File: config.mk
export PLATFORM = sky130hd
export DESIGN_NAME = step_dir_servo_io
export DESIGN_NICKNAME = d
export VERILOG_FILES = /design/src/rtl/servo_io_pkg.sv /design/src/rtl/step_dir_servo_io.sv /design/src/rtl/blink_timer.sv
export SDC_FILE = /design/constraint.sdc
export NUM_CORES = 1
export LEC_CHECK = 0
export BUFFER_PORTS_ARGS = -buffer_cell sky130_fd_sc_hd__buf_2
export CORE_MARGIN = 2
export CORE_UTILIZATION = 55
export CTS_BUF_LIST = sky130_fd_sc_hd__clkbuf_2 sky130_fd_sc_hd__clkbuf_4 sky130_fd_sc_hd__clkbuf_8
export DETAILED_ROUTE_END_ITERATION = 12
export HOLD_SLACK_MARGIN = 0.03
export PLACE_DENSITY = 0.75
export SLEW_MARGIN = 30
export SYNTH_ARGS = -nofsm -noshare
export SYNTH_HDL_FRONTEND = slang
export SYNTH_SLANG_ARGS = --single-unit
File: constraint.sdc
create_clock -name core_clk -period 9.6 [get_ports core_clk]
set_input_delay 0.96 -clock core_clk [delete_from_list [all_inputs] [get_ports core_clk]]
set_output_delay 0.96 -clock core_clk [all_outputs]
set_load 0.02 [all_outputs]
File: src/rtl/servo_io_pkg.sv
`default_nettype none
package servo_io_pkg;
   // clock and fault indicator timing
   localparam int unsigned CLK_HZ                = 25_000_000;
   localparam int unsigned LOST_STEP_INTERVAL_MS = 1000;
   localparam int unsigned OVER_VOLT_INTERVAL_MS = 2000;
   localparam int unsigned MS_PER_S              = 1000;
   // interval is one full on/off period, so each phase lasts half of it
   localparam int unsigned LOST_STEP_HALF_CYCLES =
      (CLK_HZ / MS_PER_S) * LOST_STEP_INTERVAL_MS / 2;
   localparam int unsigned OVER_VOLT_HALF_CYCLES =
      (CLK_HZ / MS_PER_S) * OVER_VOLT_INTERVAL_MS / 2;

   // register bus geometry
   localparam int unsigned ADDR_W = 5;
   localparam int unsigned DATA_W = 32;
   localparam int unsigned BE_W   = 4;

   // register byte offsets
   localparam logic [ADDR_W-1:0] REG_CTRL       = 5'h00;
   localparam logic [ADDR_W-1:0] REG_CMD_POS    = 5'h04;
   localparam logic [ADDR_W-1:0] REG_FAULT      = 5'h08;
   localparam logic [ADDR_W-1:0] REG_IRQ_STATUS = 5'h0C;
   localparam logic [ADDR_W-1:0] REG_IRQ_MASK   = 5'h10;
   localparam logic [ADDR_W-1:0] REG_MAX_ERR    = 5'h14;

   // control register fields
   localparam int unsigned CTRL_DOUBLE   = 0;
   localparam int unsigned CTRL_FALLING  = 1;
   localparam int unsigned CTRL_ALARM_NC = 2;
   localparam int unsigned CTRL_CLEAR    = 3;
   localparam int unsigned CTRL_W        = 3;
   localparam logic [CTRL_W-1:0] CTRL_RESET    = 3'h0;
   localparam logic [DATA_W-1:0] MAX_ERR_RESET = 32'h000007D0;

   // fault and event bit positions
   localparam int unsigned FLT_OV    = 0;
   localparam int unsigned FLT_OC    = 1;
   localparam int unsigned FLT_PE    = 2;
   localparam int unsigned FLT_W     = 3;
   localparam int unsigned EV_IN_POS = 3;
   localparam int unsigned EV_W      = 4;

   // status register extra fields
   localparam int unsigned STAT_IN_POS = 3;
   localparam int unsigned STAT_EN     = 4;
   localparam int unsigned STAT_DRV    = 5;

   // synchroniser lanes
   localparam int unsigned SY_STEP = 0;
   localparam int unsigned SY_DIR  = 1;
   localparam int unsigned SY_EN   = 2;
   localparam int unsigned SY_OV   = 3;
   localparam int unsigned SY_OC   = 4;
   localparam int unsigned SY_W    = 5;

   typedef enum logic [0:0] {
      BUS_IDLE = 1'b0,
      BUS_ACK  = 1'b1
   } bus_state_t;
endpackage
`default_nettype wire

File: src/rtl/step_dir_servo_io.sv
// Notes on behaviour
// - single-pulse mode: each selected step edge moves commanded position one step.
// - single-pulse mode: direction is a level, high counts up, low counts down.
// - double-pulse mode: step pulses are clockwise steps.
// - double-pulse mode: direction pulses are counter-clockwise steps.
// - driver is off while the enable input is low.
// - in-position output opens when actual position equals commanded position.
// - alarm output changes state while any protection is active.
// - on alarm, in-position opens and alarm output closes (opens when normally closed is selected).
// - over-voltage, over-current and position error each count as protection events.
// - green power indicator stays lit while running.
// - red indicator flashes, or for over-current lights steadily, while a fault is latched, off once cleared.
// - red pattern: 1 s flash lost step, steady over-current, 2 s over-voltage.
// - control bit selects rising (0, default) or falling (1) step edge.
// - control bit selects alarm output normally open (0) or closed (1).
//
// Implementation choices: the Avalon-MM interface to the registers and the register addresses.
`default_nettype none
module step_dir_servo_io #(
   parameter int unsigned POS_W          = 32,
   parameter int unsigned LOST_HALF_CYC  = servo_io_pkg::LOST_STEP_HALF_CYCLES,
   parameter int unsigned VOLT_HALF_CYC  = servo_io_pkg::OVER_VOLT_HALF_CYCLES
) (
   input  wire logic                              core_clk,
   input  wire logic                              arst_n,
   input  wire logic                              ce,
   input  wire logic                              step_in,
   input  wire logic                              dir_in,
   input  wire logic                              drive_enable_in,
   input  wire logic                              over_voltage_in,
   input  wire logic                              over_current_in,
   input  wire logic [POS_W-1:0]                  act_pos,
   input  wire logic [servo_io_pkg::ADDR_W-1:0]   avs_address,
   input  wire logic                              avs_read,
   input  wire logic                              avs_write,
   input  wire logic [servo_io_pkg::DATA_W-1:0]   avs_writedata,
   input  wire logic [servo_io_pkg::BE_W-1:0]     avs_byteenable,
   output logic      [servo_io_pkg::DATA_W-1:0]   avs_readdata,
   output logic                                   avs_waitrequest,
   output logic                                   irq,
   output logic                                   in_position_out,
   output logic                                   fault_alert_out,
   output logic                                   driver_on_out,
   output logic                                   power_led_out,
   output logic                                   fault_led_out
);
   localparam logic [POS_W-1:0] POS_ONE = {{(POS_W-1){1'b0}}, 1'b1};

   logic                              rst_meta;
   logic                              rst_n;
   logic [servo_io_pkg::SY_W-1:0]     sync1;
   logic [servo_io_pkg::SY_W-1:0]     sync2;
   logic [servo_io_pkg::SY_W-1:0]     prev;
   logic [servo_io_pkg::CTRL_W-1:0]   ctrl;
   logic [POS_W-1:0]                  cmd_pos;
   logic [POS_W-1:0]                  next_cmd_pos;
   logic [POS_W-1:0]                  max_err;
   logic [POS_W-1:0]                  pos_diff;
   logic [POS_W-1:0]                  pos_mag;
   logic [servo_io_pkg::FLT_W-1:0]    fault;
   logic [servo_io_pkg::FLT_W-1:0]    fault_src;
   logic [servo_io_pkg::EV_W-1:0]     irq_status;
   logic [servo_io_pkg::EV_W-1:0]     irq_mask;
   logic [servo_io_pkg::EV_W-1:0]     events;
   logic [servo_io_pkg::DATA_W-1:0]   rd_mux;
   logic [31:0]                       blink_half;
   servo_io_pkg::bus_state_t          bus_state;
   logic                              wr_fire;
   logic                              step_hit;
   logic                              dir_hit;
   logic                              drv_en;
   logic                              in_pos;
   logic                              alarm;
   logic                              pos_err;
   logic                              clear_req;
   logic                              blink_run;
   logic                              blink_lit;

   // edge of a synchronised input; falling selects the high-to-low edge
   function automatic logic edge_hit(input logic cur, input logic old, input logic fall);
      edge_hit = fall ? (old & ~cur) : (cur & ~old);
   endfunction

   // byte-enable merge of a bus write into a register image
   function automatic logic [31:0] be_merge(input logic [31:0] old,
                                            input logic [31:0] data,
                                            input logic [3:0]  be);
      logic [31:0] mask;
      mask = {{8{be[3]}}, {8{be[2]}}, {8{be[1]}}, {8{be[0]}}};
      be_merge = (old & ~mask) | (data & mask);
   endfunction

   // reset release through two flops; assertion stays asynchronous
   always_ff @(posedge core_clk or negedge arst_n) begin
      if (!arst_n) begin
         rst_meta <= 1'b0;
         rst_n    <= 1'b0;
      end else begin
         rst_meta <= 1'b1;
         rst_n    <= rst_meta;
      end
   end

   // isolated pins: two stages, then a third copy for edge detection
   always_ff @(posedge core_clk or negedge rst_n) begin
      if (!rst_n) begin
         sync1 <= '0;
         sync2 <= '0;
         prev  <= '0;
      end else if (ce) begin
         sync1 <= {over_current_in, over_voltage_in, drive_enable_in, dir_in, step_in};
         sync2 <= sync1;
         prev  <= sync2;
      end
   end

   // edges are taken only from the second stage and its delayed copy
   assign step_hit = edge_hit(sync2[servo_io_pkg::SY_STEP], prev[servo_io_pkg::SY_STEP],
                              ctrl[servo_io_pkg::CTRL_FALLING]);
   assign dir_hit  = edge_hit(sync2[servo_io_pkg::SY_DIR], prev[servo_io_pkg::SY_DIR],
                              ctrl[servo_io_pkg::CTRL_FALLING]);
   assign drv_en   = sync2[servo_io_pkg::SY_EN];

   // step counting; pulses while disabled are dropped, not queued
   always_comb begin
      next_cmd_pos = cmd_pos;
      if (drv_en) begin
         if (ctrl[servo_io_pkg::CTRL_DOUBLE]) begin
            // simultaneous cw and ccw pulses cancel
            if (step_hit && !dir_hit) begin
               next_cmd_pos = cmd_pos + POS_ONE;
            end else if (dir_hit && !step_hit) begin
               next_cmd_pos = cmd_pos - POS_ONE;
            end
         end else if (step_hit) begin
            next_cmd_pos = sync2[servo_io_pkg::SY_DIR] ? cmd_pos + POS_ONE
                                                        : cmd_pos - POS_ONE;
         end
      end
   end

   always_ff @(posedge core_clk or negedge rst_n) begin
      if (!rst_n) begin
         cmd_pos <= '0;
      end else if (ce) begin
         cmd_pos <= next_cmd_pos;
      end
   end

   // position error magnitude against the software limit
   assign pos_diff = cmd_pos - act_pos;
   assign pos_mag  = pos_diff[POS_W-1] ? (~pos_diff + POS_ONE) : pos_diff;
   assign pos_err  = pos_mag > max_err;
   assign in_pos   = (cmd_pos == act_pos);

   // latched faults; a source still present at clear time re-latches
   assign fault_src[servo_io_pkg::FLT_OV] = sync2[servo_io_pkg::SY_OV];
   assign fault_src[servo_io_pkg::FLT_OC] = sync2[servo_io_pkg::SY_OC];
   assign fault_src[servo_io_pkg::FLT_PE] = pos_err;
   assign clear_req = wr_fire && (avs_address == servo_io_pkg::REG_CTRL) &&
                      avs_byteenable[0] && avs_writedata[servo_io_pkg::CTRL_CLEAR];
   assign alarm     = |fault;

   always_ff @(posedge core_clk or negedge rst_n) begin
      if (!rst_n) begin
         fault <= '0;
      end else if (ce) begin
         fault <= (clear_req ? '0 : fault) | fault_src;
      end
   end

   // status outputs: 1 means the open-collector stage conducts
   always_ff @(posedge core_clk or negedge rst_n) begin
      if (!rst_n) begin
         in_position_out <= 1'b1;
         fault_alert_out <= 1'b0;
         driver_on_out   <= 1'b0;
         power_led_out   <= 1'b0;
      end else if (ce) begin
         in_position_out <= !(in_pos || alarm);
         fault_alert_out <= alarm ^ ctrl[servo_io_pkg::CTRL_ALARM_NC];
         driver_on_out   <= drv_en && !alarm;
         power_led_out   <= 1'b1;
      end
   end

   // fault indicator: over-current steady, then lost step, then over-voltage
   assign blink_run  = !fault[servo_io_pkg::FLT_OC] &&
                       (fault[servo_io_pkg::FLT_PE] || fault[servo_io_pkg::FLT_OV]);
   assign blink_half = fault[servo_io_pkg::FLT_PE] ? LOST_HALF_CYC : VOLT_HALF_CYC;

   blink_timer u_blink (
      .core_clk    (core_clk),
      .rst_n       (rst_n),
      .ce          (ce),
      .run         (blink_run),
      .half_cycles (blink_half),
      .lit         (blink_lit)
   );

   always_ff @(posedge core_clk or negedge rst_n) begin
      if (!rst_n) begin
         fault_led_out <= 1'b0;
      end else if (ce) begin
         if (fault[servo_io_pkg::FLT_OC]) begin
            fault_led_out <= 1'b1;
         end else begin
            fault_led_out <= blink_run && blink_lit;
         end
      end
   end

   // bus handshake: one wait cycle, then waitrequest low for exactly one cycle
   assign wr_fire = (bus_state == servo_io_pkg::BUS_ACK) && avs_write;

   always_comb begin
      rd_mux = '0;
      case (avs_address)
         servo_io_pkg::REG_CTRL:       rd_mux = 32'(ctrl);
         servo_io_pkg::REG_CMD_POS:    rd_mux = 32'(cmd_pos);
         servo_io_pkg::REG_FAULT:      rd_mux = 32'({driver_on_out, drv_en, in_pos, fault});
         servo_io_pkg::REG_IRQ_STATUS: rd_mux = 32'(irq_status);
         servo_io_pkg::REG_IRQ_MASK:   rd_mux = 32'(irq_mask);
         servo_io_pkg::REG_MAX_ERR:    rd_mux = 32'(max_err);
         default:                      rd_mux = '0;
      endcase
   end

   always_ff @(posedge core_clk or negedge rst_n) begin
      if (!rst_n) begin
         bus_state       <= servo_io_pkg::BUS_IDLE;
         avs_waitrequest <= 1'b1;
         avs_readdata    <= '0;
      end else if (ce) begin
         case (bus_state)
            servo_io_pkg::BUS_IDLE: begin
               if (avs_read || avs_write) begin
                  bus_state       <= servo_io_pkg::BUS_ACK;
                  avs_waitrequest <= 1'b0;
                  avs_readdata    <= avs_read ? rd_mux : '0;
               end
            end
            servo_io_pkg::BUS_ACK: begin
               bus_state       <= servo_io_pkg::BUS_IDLE;
               avs_waitrequest <= 1'b1;
            end
            default: begin
               bus_state       <= servo_io_pkg::BUS_IDLE;
               avs_waitrequest <= 1'b1;
            end
         endcase
      end
   end

   // configuration registers; the clear bit is a strobe and is not stored
   always_ff @(posedge core_clk or negedge rst_n) begin
      if (!rst_n) begin
         ctrl    <= servo_io_pkg::CTRL_RESET;
         max_err <= POS_W'(servo_io_pkg::MAX_ERR_RESET);
      end else if (ce && wr_fire) begin
         if (avs_address == servo_io_pkg::REG_CTRL) begin
            ctrl <= servo_io_pkg::CTRL_W'(be_merge(32'(ctrl), avs_writedata,
                                                   avs_byteenable));
         end
         if (avs_address == servo_io_pkg::REG_MAX_ERR) begin
            max_err <= POS_W'(be_merge(32'(max_err), avs_writedata, avs_byteenable));
         end
      end
   end

   // sticky events, write one to clear; a new event wins over the clear
   assign events = {in_pos, fault_src};

   always_ff @(posedge core_clk or negedge rst_n) begin
      if (!rst_n) begin
         irq_status <= '0;
         irq_mask   <= '0;
         irq        <= 1'b0;
      end else if (ce) begin
         if (wr_fire && avs_address == servo_io_pkg::REG_IRQ_STATUS && avs_byteenable[0]) begin
            irq_status <= (irq_status & ~avs_writedata[servo_io_pkg::EV_W-1:0]) | events;
         end else begin
            irq_status <= irq_status | events;
         end
         if (wr_fire && avs_address == servo_io_pkg::REG_IRQ_MASK && avs_byteenable[0]) begin
            irq_mask <= avs_writedata[servo_io_pkg::EV_W-1:0];
         end
         irq <= |(irq_status & irq_mask);
      end
   end

   // checks on the design's own outputs
   AST_SINGLE_UP: assert property (@(posedge core_clk) disable iff (!rst_n)
      ce && drv_en && !ctrl[servo_io_pkg::CTRL_DOUBLE] && step_hit && sync2[servo_io_pkg::SY_DIR]
      |=> cmd_pos == $past(cmd_pos) + POS_ONE)
      else $error("single-pulse step did not count up");
   AST_SINGLE_DOWN: assert property (@(posedge core_clk) disable iff (!rst_n)
      ce && drv_en && !ctrl[servo_io_pkg::CTRL_DOUBLE] && step_hit && !sync2[servo_io_pkg::SY_DIR]
      |=> cmd_pos == $past(cmd_pos) - POS_ONE)
      else $error("low direction did not count down");
   AST_DOUBLE_CW: assert property (@(posedge core_clk) disable iff (!rst_n)
      ce && drv_en && ctrl[servo_io_pkg::CTRL_DOUBLE] && step_hit && !dir_hit
      |=> cmd_pos == $past(cmd_pos) + POS_ONE)
      else $error("cw pulse not counted");
   AST_DOUBLE_CCW: assert property (@(posedge core_clk) disable iff (!rst_n)
      ce && drv_en && ctrl[servo_io_pkg::CTRL_DOUBLE] && dir_hit && !step_hit
      |=> cmd_pos == $past(cmd_pos) - POS_ONE)
      else $error("ccw pulse not counted");
   AST_DISABLED: assert property (@(posedge core_clk) disable iff (!rst_n)
      ce && !drv_en |=> !driver_on_out && $stable(cmd_pos))
      else $error("driver active or counting while disabled");
   AST_IN_POS_OPEN: assert property (@(posedge core_clk) disable iff (!rst_n)
      ce && in_pos |=> !in_position_out)
      else $error("in-position output not opened at target");
   AST_ALARM_NC: assert property (@(posedge core_clk) disable iff (!rst_n)
      ce && alarm && ctrl[servo_io_pkg::CTRL_ALARM_NC] |=> !fault_alert_out)
      else $error("normally closed alarm output did not open");
   AST_ALARM_SWAP: assert property (@(posedge core_clk) disable iff (!rst_n)
      ce && alarm && !ctrl[servo_io_pkg::CTRL_ALARM_NC] |=> fault_alert_out && !in_position_out)
      else $error("alarm did not swap status outputs");
   AST_OC_LATCH: assert property (@(posedge core_clk) disable iff (!rst_n)
      ce && sync2[servo_io_pkg::SY_OC] |=> fault[servo_io_pkg::FLT_OC] && alarm)
      else $error("over-current not latched as fault");
   AST_POWER_LED: assert property (@(posedge core_clk) disable iff (!rst_n)
      $past(rst_n) && $past(ce) |-> power_led_out)
      else $error("power indicator dark while running");
   AST_LED_OFF: assert property (@(posedge core_clk) disable iff (!rst_n)
      ce && fault == '0 |=> !fault_led_out)
      else $error("fault indicator lit without a fault");
   AST_OC_STEADY: assert property (@(posedge core_clk) disable iff (!rst_n)
      ce && fault[servo_io_pkg::FLT_OC] ##1 ce && fault[servo_io_pkg::FLT_OC]
      |=> fault_led_out [*1])
      else $error("over-current pattern not steady");
endmodule
`default_nettype wire

File: src/rtl/blink_timer.sv
`default_nettype none
module blink_timer (
   input  wire logic        core_clk,
   input  wire logic        rst_n,
   input  wire logic        ce,
   input  wire logic        run,
   input  wire logic [31:0] half_cycles,
   output logic             lit
);
   logic [31:0] count;

   // phase counter; restarts lit whenever the pattern is (re)started
   always_ff @(posedge core_clk or negedge rst_n) begin
      if (!rst_n) begin
         count <= 32'h00000000;
         lit   <= 1'b0;
      end else if (ce) begin
         if (!run) begin
            count <= 32'h00000000;
            lit   <= 1'b1;
         end else if (count + 32'h00000001 >= half_cycles) begin
            count <= 32'h00000000;
            lit   <= ~lit;
         end else begin
            count <= count + 32'h00000001;
         end
      end
   end
endmodule
`default_nettype wire

==> metrics.md, run 1 <==
| Metric | Value |
|---|---|
| Crit. End Element | flop |
| Hold buffer count at cts | 0 |
| WL per Instance | 18.6 um |
| Synth cell types | roughly 90 |
| Row count | between 50 and 60 |
| CTS tree | yes |
| Fraction of layout cells with a size suffix above 1 | between 10% and 20% |
| Slew HR | between 40% and 50% |
| Yosys reg bits | approximately 170 |
| Max Slew Vio Count | 0 |
| Setup_tns | 0 ns |
| Initial drt markers | 955 |
| Ys async rst share | 100% |
| Root Driver | clkbuf_8 |
| Antenna violations before repair | 0 |
| CP max-delay cell | or4_4 |
| Main synth FF type | dfrtp_1 |
| Final Wtd Congestion | between 0.9 and 1 |
| Nets@finish | around 1600 |
| Fmax | 175 MHz |
| Crit path max-delay family | compound AO/OA/AOI/OAI gates |
| Antenna Cells | 0 |
| Clk buf depth | 2 |
| Critical Path Max Stage Delay | between 0.6 and 0.7 ns |
| # setup viols final | 0 |
| Tcrit/Tclk final | around three fifths |
| Buf/Inv on CP | 2 |
| Hold crit path type | input pin to async pin |
| # IOs | 122 |
| Period minus WS final | approximately 5.7 ns |
| Die height | 153 um |
| DR pass1 iterations | 5 |
| Setup WS pre-CTS | ~3.7 ns |
| Post-CTS Setup Repair Bufs | 0 |
| Routed Antenna Nets | 0 |
| Die ar. | between 20000 and 25000 um^2 |
| Worst Path Max Fanout | 7 |
| GR Util met2 | between 40% and 50% |
| Mapped Cells | ~1400 |
| Arrival @ worst endpoint | approximately 6.1 ns |
| Worst setup path class | flop to flop |
| Clock transition at path regs | ~0.090 ns |
| Die width | 153 um |
| Port bufs | between 100 and 150 |
| CTS buffer count | 17 |
| P per Cell Area | 231 nW/um^2 |
| Congestion Overflow GR | 0 |
| Initial Utilization | a little under three fifths |
| Met3 Usage GRT | under 10% |
| Clock latency on the worst-skew pair | 0.47 ns |
| Crit-path cells | inv_1 > ha_1 > inv_1 > fa_1 > a21o_1 > a21oi_1 > o221a_2 > xor2_1 > nand4_1 > or4_4 > nor4_4 > a31oi_1 > xnor2_1 > ha_1 > a21o_1 > a21o_1 > a21oi_1 > o21ai_0 > or3b_2 > o21ai_0 > a21oi_1 |
| Met1 Usage GRT | between 30 and 40% |
| Mapped Area | around 12000 um^2 |
| P_leak | approximately 0.006 uW |
| Vias in the first global route | ~11000 |
| Hold Slack | approximately 0.26 ns |
| Gates resized, CTS repair | 0 |
| Max_cap viols | 0 |
| First-pass GRT wire length | between 50 and 60 mm |
| Sequential cell area fraction in the yosys report | 34.1% |
| Clk_skew | ~0.017 ns |
| Final hold vios | 0 |
| Core Util, Final | 61.0% |
| Sink Count | 165 |
| DP Wirelength | around 25 mm |
| Vias | 10900 |
| RSZ-0062 raised after global routing | false |
| CP Data Required Time | 9.95 ns |
| Number of flops mapped to enable cells by yosys | 0 |
| Yosys warns | 0 |
| Status | finished, final reports clean |
| Area grow syn2layout | 9.32% |
| # placed instances | approximately 1700 |
| Largest net degree at the start of global routing | 66 |
| Vias per Instance | 6.22 |
| Number of remaining DRC errors | 0 |
| Syn Nets | 1549 |
| H-tree levels | 4 |
| Worst slew pin tran | ~0.8 ns |
| Core ar. | around 22000 um^2 |
| Total global-route track usage | 28.3% |
| Post-route non-filler standard cell count | 1759 |
| Total wire length | roughly 33 mm |
| Avg Cell Area, Syn | 8.76 um^2 |
| Worst VDD drop | approximately 0.11 mV |
| GR peak layer | met2 |
| Startpoint types | flop |
| Setup WS post-layout | around 4 ns |
==> report_power, final <==
group / total [uW] / internal, uW / switching, uW
clock network: 495 / 215 / 280
registers: 940 / 762 / 178
logic: 1630 / 689 / 941
==> cell usage after synthesis, drive strengths merged, types with 24 or more instances <==
| cell type | n | area share (%) |
|---|---|---|
| ha | 78 | 8.0 |
| a21oi | 83 | 3.5 |
| inv | 84 | 2.6 |
| a22o | 25 | 1.8 |
| nor3 | 54 | 2.2 |
| nand3 | 37 | 1.6 |
| nand2 | 134 | 4.1 |
| a21o | 24 | 1.5 |
| a22oi | 30 | 1.9 |
| o21ai | 106 | 4.4 |
| nor2 | 79 | 2.6 |
| mux2 | 58 | 5.4 |
| clkbuf | 47 | 1.5 |
| nand4 | 34 | 1.8 |
| dfrtp | 157 | 32 |
| xor2 | 39 | 2.8 |
| xnor2 | 60 | 4.4 |
==> logic make-up (layout without fill, tap and decap cells) <==
| kind of cell | count (synthesis) | count (layout) | synth area share (%) |
|---|---|---|---|
| muxes | 63 | 63 | 5.79 |
| and+or+nand+nor | 448 | 448 | 18.9 |
| other | 1 | 1 | 0.0309 |
| xor gates and xnor gates | 99 | 99 | 7.20 |
| AOI/OAI and AO/OA | 380 | 380 | 20.8 |
| buffers and inverters | 152 | 244 | 5.02 |
| DFF | 165 | 165 | 34.1 |
| adders and majority gates | 79 | 79 | 8.20 |
==> per-stage QoR <==
step | instance area, um^2 | power [uW]
CTS | 13300 | 3030
detailed placement | 12900 | 2530
finish | 13300 | 3070
floorplan | 12100 | 2160
global route | 13300 | 3310
global placement | 12900 | 2490
==> routing by layer <==
metal | share of wire [%] | vias to the layer above
li1 | - | 5201
met1 | 44 | 5269
met2 | 46 | 385
met3 | 6.3 | 78
met4 | 3.3 | 0
met5 | 0 | -
==> cells in the final DEF, fill, tap and decap left out, drive strengths merged, types with 5 or more instances in the layout <==
cell type  synthesis  routed
a211o              6       6
a211oi             8       8
a21o              24      24
a21oi             83      83
a222oi             5       5
a22o              25      25
a22oi             30      30
a31oi             10      10
a41oi              6       6
and2               7       7
and3              12      12
buf               21     128
clkbuf            47      18
dfrtp            157     157
dfstp              8       8
ha                78      78
inv               84      91
mux2              58      58
mux2i              5       5
nand2            134     134
nand2b            11      11
nand3             37      37
nand4             34      34
nor2              79      79
nor2b             20      20
nor3              54      54
nor3b              5       5
nor4              15      15
o211ai            15      15
o21a              11      11
o21ai            106     106
o2bb2ai            6       6
o31ai              6       6
or2               11      11
or3                6       6
or4               10      10
xnor2             60      60
xor2              39      39
==> cell type report <==
class / count / area, um^2
fillers: 1936 / 8480
multi-input cells: 1070 / 7430
flip-flops and latches: 165 / 4140
repair buffers: 128 / 658
well taps: 280 / 350
inverters: 84 / 315
clock buffers: 18 / 241
clock inverters: 14 / 140
==> final timing paths <==
| check | slack (ns) | depth (start not counted) | from | to |
|---|---|---|---|---|
| min in group core_clk | 0.36 | 0 | rst_meta | rst_n |
| hold / removal | 0.26 | 1 | arst_n | rst_n |
| max in group asynchronous | 7.27 | 2 | rst_n | u_blink.count[4] |
| setup / recovery | 3.89 | 21 | cmd_pos[0] | fault[2] |
| setup reg to reg | 3.89 | 21 | cmd_pos[0] | fault[2] |
| hold reg to reg | 0.36 | 0 | rst_meta | rst_n |
(Power assumes the default switching activity.)
==> inputs of run 2 (changes only) <==
PLACE_DENSITY = 0.78   (was 0.75)
clock period = 4.9 ns   (was 9.6 ns; I/O delays follow)
==> metrics.md, run 2 (same netlist as run 1, synthesis figures left out) <==
| Metric | Value |
|---|---|
| Status | finished, final reports clean |
| # placed instances | 1835 (+6.3%) |
| Clk_skew | 0.0126 ns (-0.00404 ns) |
| Row count | 54 (unchanged) |
| Commonest non-fill, non-tap cells in the layout | dfrtp_1, nand2_1, buf_2, buf_4, o21ai_0 |
| Fraction of layout cells with a size suffix above 1 | 25.3% (+7.1 points) |
| Initial Utilization | 55.8% (unchanged) |
| Power, Total | 7010 uW (+130%) |
| Antenna Cells | 0 (unchanged) |
| Final hold vios | 0 (unchanged) |
| Reg-to-reg setup timing slack | 0.1 ns (-3.79 ns) |
| Critical R2R Capture | irq_status[2] |
| Setup WS post-layout | 0.0980 ns (-3.79 ns) |
| Antenna violations before repair | 0 (unchanged) |
| Die width | 153 um (unchanged) |
| Root Driver | clkbuf_8 |
| Die ar. | 23300 um^2 (unchanged) |
| Worst VDD drop | 0.260 mV (+130%) |
| Clk network pwr share | 16.2% (about the same) |
| FF+latch area | 4140 um^2 (unchanged) |
| Clock transition at path regs | 0.09 ns (about the same) |
| Buf/Inv on CP | 4 (+2) |
| Die height | 153 um (unchanged) |
| Combinational power share | 59.3% (+6.1 points) |
| Commonest non-fill, non-tap cell in the layout | dfrtp_1 |
| WL per Instance | 18.6 um (+0.12%) |
| Hold Slack | 0.235 ns (-0.0251 ns) |
| P_leak | 0.00659 uW (+11%) |
| # IOs | 122 (unchanged) |
| Setup WS pre-CTS | -0.254 ns (-3.91 ns) |
| Initial drt markers | 1077 (+13%) |
| Critical Path Max Stage Delay | 0.54 ns (-0.08 ns) |
| Total global-route track usage | 29.7% (+1.4 points) |
| Tcrit/Tclk final | 98.0% (+38 points) |
| FILL cells | 1770 (-8.6%) |
| DR pass1 iterations | 6 (+1) |
| DP Wirelength | 26.2 mm (+5.3%) |
| CP Data Required Time | 5.26 ns (-4.69 ns) |
| Power share of the sequential group | 24.5% (-6.2 points) |
| First-pass GRT wire length | 56.3 mm (+4.4%) |
| Worst R2R Path Depth | 21 (unchanged) |
| Hold_sp | avs_writedata[31] |
| Number of remaining DRC errors | 0 (unchanged) |
| Period minus WS final | 4.80 ns (-0.911 ns) |
| Hold Path Depth | 2 |
| Total wire length | 34.9 mm (+6.7%) |
| Cell internal pwr | 3990 uW (+140%) |
| Arrival @ worst endpoint | 5.16 ns (-0.90 ns) |
| Vias in the first global route | 11100 (+5.1%) |
| Vias | 11500 (+5.3%) |
| Crit path max-delay family | compound AO/OA/AOI/OAI gates |
| Stages on worst setup path | 21 (unchanged) |
| Final Wtd Congestion | 0.947 (-3.5%) |
| P per Cell Area | 488 nW/um^2 (+110%) |
| Sw frac | 43.1% (-2.5 points) |
| Core ar. | 21800 um^2 (unchanged) |
| Slew HR | 45.5% (+1.6 points) |
| Worst slew pin tran | 0.818 ns (-0.00221 ns) |
| Clock latency on the worst-skew pair | 0.48 ns (about the same) |
| CTS buffer count | 17 (unchanged) |
| CTS tree | yes |
| # setup viols final | 0 (unchanged) |
| Worst Path Max Fanout | 4 (-3) |
| Startpoint types | flop |
| Port bufs | 121 (unchanged) |
| Congestion Overflow GR | 0 (unchanged) |
| Routed Antenna Nets | 0 (unchanged) |
| Worst R2R Start | cmd_pos[0] |
| Vias per Instance | 6.14 (-1.2%) |
| Nets@finish | 1744 (+7.1%) |
| Clk buf depth | 2 (unchanged) |
| Fmax | 208 MHz (+19%) |
| Multi-input gate area | 7540 um^2 (+1.5%) |
| Hold crit path type | input pin to flop |
| Area grow syn2layout | 18.3% |
| Crit. End Element | flop |
| Post-route non-filler standard cell count | 1875 (+6.6%) |
| Max_cap viols | 0 (unchanged) |
| Crit-path cells | inv_2 > ha_4 > inv_1 > fa_2 > a21o_1 > a221oi_4 > buf_4 > o21ai_2 > xnor2_2 > o211ai_2 > or4_4 > o21ai_0 > xor2_1 > ha_1 > nand4_1 > nor3_1 > buf_4 > a221oi_1 > o21ai_0 > o21ai_1 > a21oi_1 |
| Switching component of the power | 3030 uW (+120%) |
| Sink Count | 165 (unchanged) |
| Setup_tns | 0 ns (unchanged) |
| RSZ-0062 raised after global routing | true |
| Worst setup path class | flop to flop |
| CP max-delay cell | or4_4 |
| H-tree levels | 4 (unchanged) |
| Max Slew Vio Count | 0 (unchanged) |
| Largest net degree at the start of global routing | 164 (+150%) |
==> run 2: cell types whose count changed in the layout (fill, tap and decap cells not counted), sizes merged <==
cell and delta:
dlygate4sd3 +1, buf +115, clkinv -2, bufinv +3
clkinvlp -1
==> run 2: layout make-up <==
type                    count  share of cell area [%]
clock buffers              18                    1.72
clock inverters            14                    1.45
inverters                  84                    2.19
multi-input cells        1070                    52.5
flip-flops and latches    165                    28.8
well taps                 280                    2.44
repair buffers            244                    10.9
==> run 2: repair_timing <==
item | CTS | global route
setup buffers | 3 | 3
resized for setup | 10 | 22
setup endpoints to repair | 2 | 2
hold endpoints to repair | 2 | 0
hold buffers | 1 | 0
pin swaps | 12 | 20
==> run 2: per-layer routing <==
layer	global-route usage, %	wire, um
met1	40.6	15100
met2	48.4	16400
met3	4.78	2440
met4	9.79	931
met5	0	0
==> run 2: worst max-delay path by stage <==
stage / start / to / slack (ns)
2_1_floorplan: cmd_pos[0] / fault[2] / -0.01
3_3_place_gp: act_pos[0] / fault[2] / -0.14
3_5_place_dp: act_pos[0] / fault[2] / -0.25
4_1_cts: cmd_pos[0] / fault[2] / 0.01
5_1_grt: cmd_pos[0] / fault[2] / -0.17
6_report: cmd_pos[0] / irq_status[2] / 0.1
==> run 2: worst reg2reg max path, delay by kind of cell (launching register included) <==
family / cells / cell delay (ns)
AOI/OAI and AO/OA: 9 / 1.83
buffers and inverters: 4 / 0.47
adders and majority gates: 3 / 0.78
and+or+nand+nor: 3 / 0.73
DFF: 1 / 0.41
xor gates and xnor gates: 2 / 0.47
==> run 2: through the flow <==
stage / instance area, um^2 / util (%)
final: 14400 / 66.1
after global routing: 14400 / 66.1
after global placement: 13700 / 63.0
after detailed placement: 13700 / 63.0
after floorplan: 12200 / -
after CTS: 14200 / 65.4
==> run 2: power by group through the flow <==
stage	clock network [uW]	logic [uW]	registers (uW)
2_1_floorplan	0	2560	1670
3_3_place_gp	0	3770	1720
3_5_place_dp	0	3890	1730
4_1_cts	1150	3980	1700
5_1_grt	1210	4570	1730
6_report	1140	4160	1710
==> inputs of run 3 (changes only) <==
ABC_AREA = 0   (was default)
GPL_TIMING_DRIVEN = 0   (was default)
==> metrics.md, run 3 (same netlist as run 1, synthesis figures left out) <==
| Metric | Value |
|---|---|
| Area grow syn2layout | 16.2% |
| Clock transition at path regs | 0.09 ns (about the same) |
| Crit-path cells | inv_2 > ha_4 > inv_2 > fa_2 > a21o_1 > a221oi_4 > buf_6 > xnor2_4 > a21oi_2 > nand4_1 > or4_4 > nor4_4 > a31oi_1 > xnor2_1 > ha_1 > a21o_1 > a21o_1 > a21oi_2 > o21ai_4 > or3b_4 > o21ai_2 > a21oi_2 |
| Largest net degree at the start of global routing | 48 (-71%) |
| Worst VDD drop | 0.252 mV (-3.0%) |
| Initial Utilization | 55.8% (unchanged) |
| Max Slew Vio Count | 0 (unchanged) |
| Critical Path Max Stage Delay | 0.58 ns (+0.04 ns) |
| Die width | 153 um (unchanged) |
| Power, Total | 6710 uW (-4.4%) |
| Arrival @ worst endpoint | 5.35 ns (+0.19 ns) |
| Period minus WS final | 4.99 ns (+0.186 ns) |
| First-pass GRT wire length | 56.5 mm (+0.38%) |
| Nets@finish | 1717 (-1.5%) |
| Clk buf depth | 2 (unchanged) |
| CP Data Required Time | 5.26 ns (about the same) |
| Die ar. | 23300 um^2 (unchanged) |
| Fraction of layout cells with a size suffix above 1 | 22.8% (-2.4 points) |
| Sink Count | 165 (unchanged) |
| DP Wirelength | 26.9 mm (+2.6%) |
| CTS buffer count | 17 (unchanged) |
| Max_cap viols | 0 (unchanged) |
| RSZ-0062 raised after global routing | true |
| Tcrit/Tclk final | 102% (+3.8 points) |
| Post-route non-filler standard cell count | 1848 (-1.4%) |
| Startpoint types | flop |
| CTS tree | yes |
| Fmax | 200 MHz (-3.7%) |
| Status | finished with violations |
| DR pass1 iterations | 6 (unchanged) |
| Worst Path Max Fanout | 4 (unchanged) |
| Crit. End Element | flop |
| Final Wtd Congestion | 0.983 (+3.8%) |
| CP max-delay cell | or4_4 |
| Multi-input gate area | 7740 um^2 (+2.6%) |
| Port bufs | 120 (-0.83%) |
| Initial drt markers | 913 (-15%) |
| Hold crit path type | input pin to flop |
| Antenna violations before repair | 0 (unchanged) |
| P per Cell Area | 475 nW/um^2 (-2.6%) |
| Worst slew pin tran | 0.677 ns (-0.141 ns) |
| Setup WS post-layout | -0.0884 ns (-0.186 ns) |
| Commonest non-fill, non-tap cell in the layout | dfrtp_1 |
| Vias per Instance | 6.21 (+1.1%) |
| Antenna Cells | 0 (unchanged) |
| Row count | 54 (unchanged) |
| Congestion Overflow GR | 0 (unchanged) |
| Total global-route track usage | 29.9% (+0.21 points) |
| Number of remaining DRC errors | 0 (unchanged) |
| H-tree levels | 4 (unchanged) |
| WL per Instance | 19.2 um (+3.5%) |
| Root Driver | clkbuf_8 |
| Routed Antenna Nets | 0 (unchanged) |
| P_leak | 0.00627 uW (-4.9%) |
| Failing checks | negative setup slack |
| Vias in the first global route | 11000 (-1.0%) |
| # placed instances | 1790 (-2.5%) |
| Die height | 153 um (unchanged) |
| Setup WS pre-CTS | -0.904 ns (-0.650 ns) |
| FF+latch area | 4150 um^2 (+0.12%) |
| Commonest non-fill, non-tap cells in the layout | dfrtp_1, nand2_1, buf_2, o21ai_0, inv_1 |
| Core Util, Final | 64.9% (-1.2 points) |
| # IOs | 122 (unchanged) |
| FILL cells | 1847 (+4.4%) |
| # setup viols final | 2 (+2) |
| Worst setup path class | flop to flop |
| Slew HR | 54.8% (+9.3 points) |
| Clk_skew | 0.0161 ns (+0.00345 ns) |
| Core ar. | 21800 um^2 (unchanged) |
| Clock latency on the worst-skew pair | 0.48 ns (about the same) |
| Vias | 11500 (-0.38%) |
| Total wire length | 35.5 mm (+2.0%) |
| Final hold vios | 0 (unchanged) |
run 3: changes by cell type in the layout (fill, tap and decap cells not counted), moves of 4 or more:
cell and change:
xnor2_1 -4, clkbuf_1 +42, dfrtp_2 +4, inv_6 -4, ha_1 -6, buf_4 -88
buf_2 +11, dfrtp_1 -4, clkinvlp_4 +4
run 3: worst paths after layout:
kind	startpoint	to	slack, ns	cells after the start
setup / recovery	cmd_pos[0]	fault[2]	-0.09	22
hold / removal	avs_writedata[12]	flop	0.24	2
setup reg to reg	cmd_pos[0]	fault[2]	-0.09	22
hold reg to reg	rst_n	avs_readdata[10]	0.33	0
max in group asynchronous	rst_n	avs_readdata[30]	3.38	3
min in group asynchronous	arst_n	rst_n	0.32	2
run 3: worst max-delay path: cells and delay by family, from the launching register on:
kind | cells | cell delay [ns]
xor+xnor | 2 | 0.32
flops | 1 | 0.43
simple gates | 4 | 1.45
buf+inv | 3 | 0.31
compound gates | 10 | 1.59
fa+ha+maj | 3 | 0.75
run 3: layout make-up:
type	instances	area share, %
Multi-Input combinational cell	1070	54.8
Sequential cell	165	29.4
Timing Repair Buffer	153	6.40
Tap cell	280	2.48
Inverter	84	2.23
Clock buffer	22	2.01
Buffer	64	2.00
Clock inverter	10	0.700
run 3: timing repair:
action	CTS	global route
hold buffers	1	0
setup buffers	25	4
pin swaps	38	17
gates resized for setup	50	28
setup endpoints to repair	2	2
hold endpoints to repair	2	0
run 3: power breakdown:
part	switching (uW)	internal (uW)	leakage, uW	total (uW)
sequential	251	1500	0.00216	1750
clock	523	448	0.000182	970
combinational	2280	1710	0.00393	3990
run 3: routing by layer:
metal  wire (um)  track usage, %  vias to the layer above
met5           0               0                        -
met4        1260            11.0                        0
met3        2690            4.32                      105
met2       16800            49.7                      500
met1       14800            39.9                     5475
li1            -               -                     5389
run 3: through the flow:
step                      setup TNS (ns)  hold slack (ns)  instance area (um^2)
after detailed placement           -1.55            0.277                 13200
after global routing              -0.454            0.237                 14100
after global placement             -1.26            0.275                 13100
after floorplan                  -0.0100            0.194                 12200
final                            -0.0914            0.240                 14100
after CTS                              0            0.228                 14000
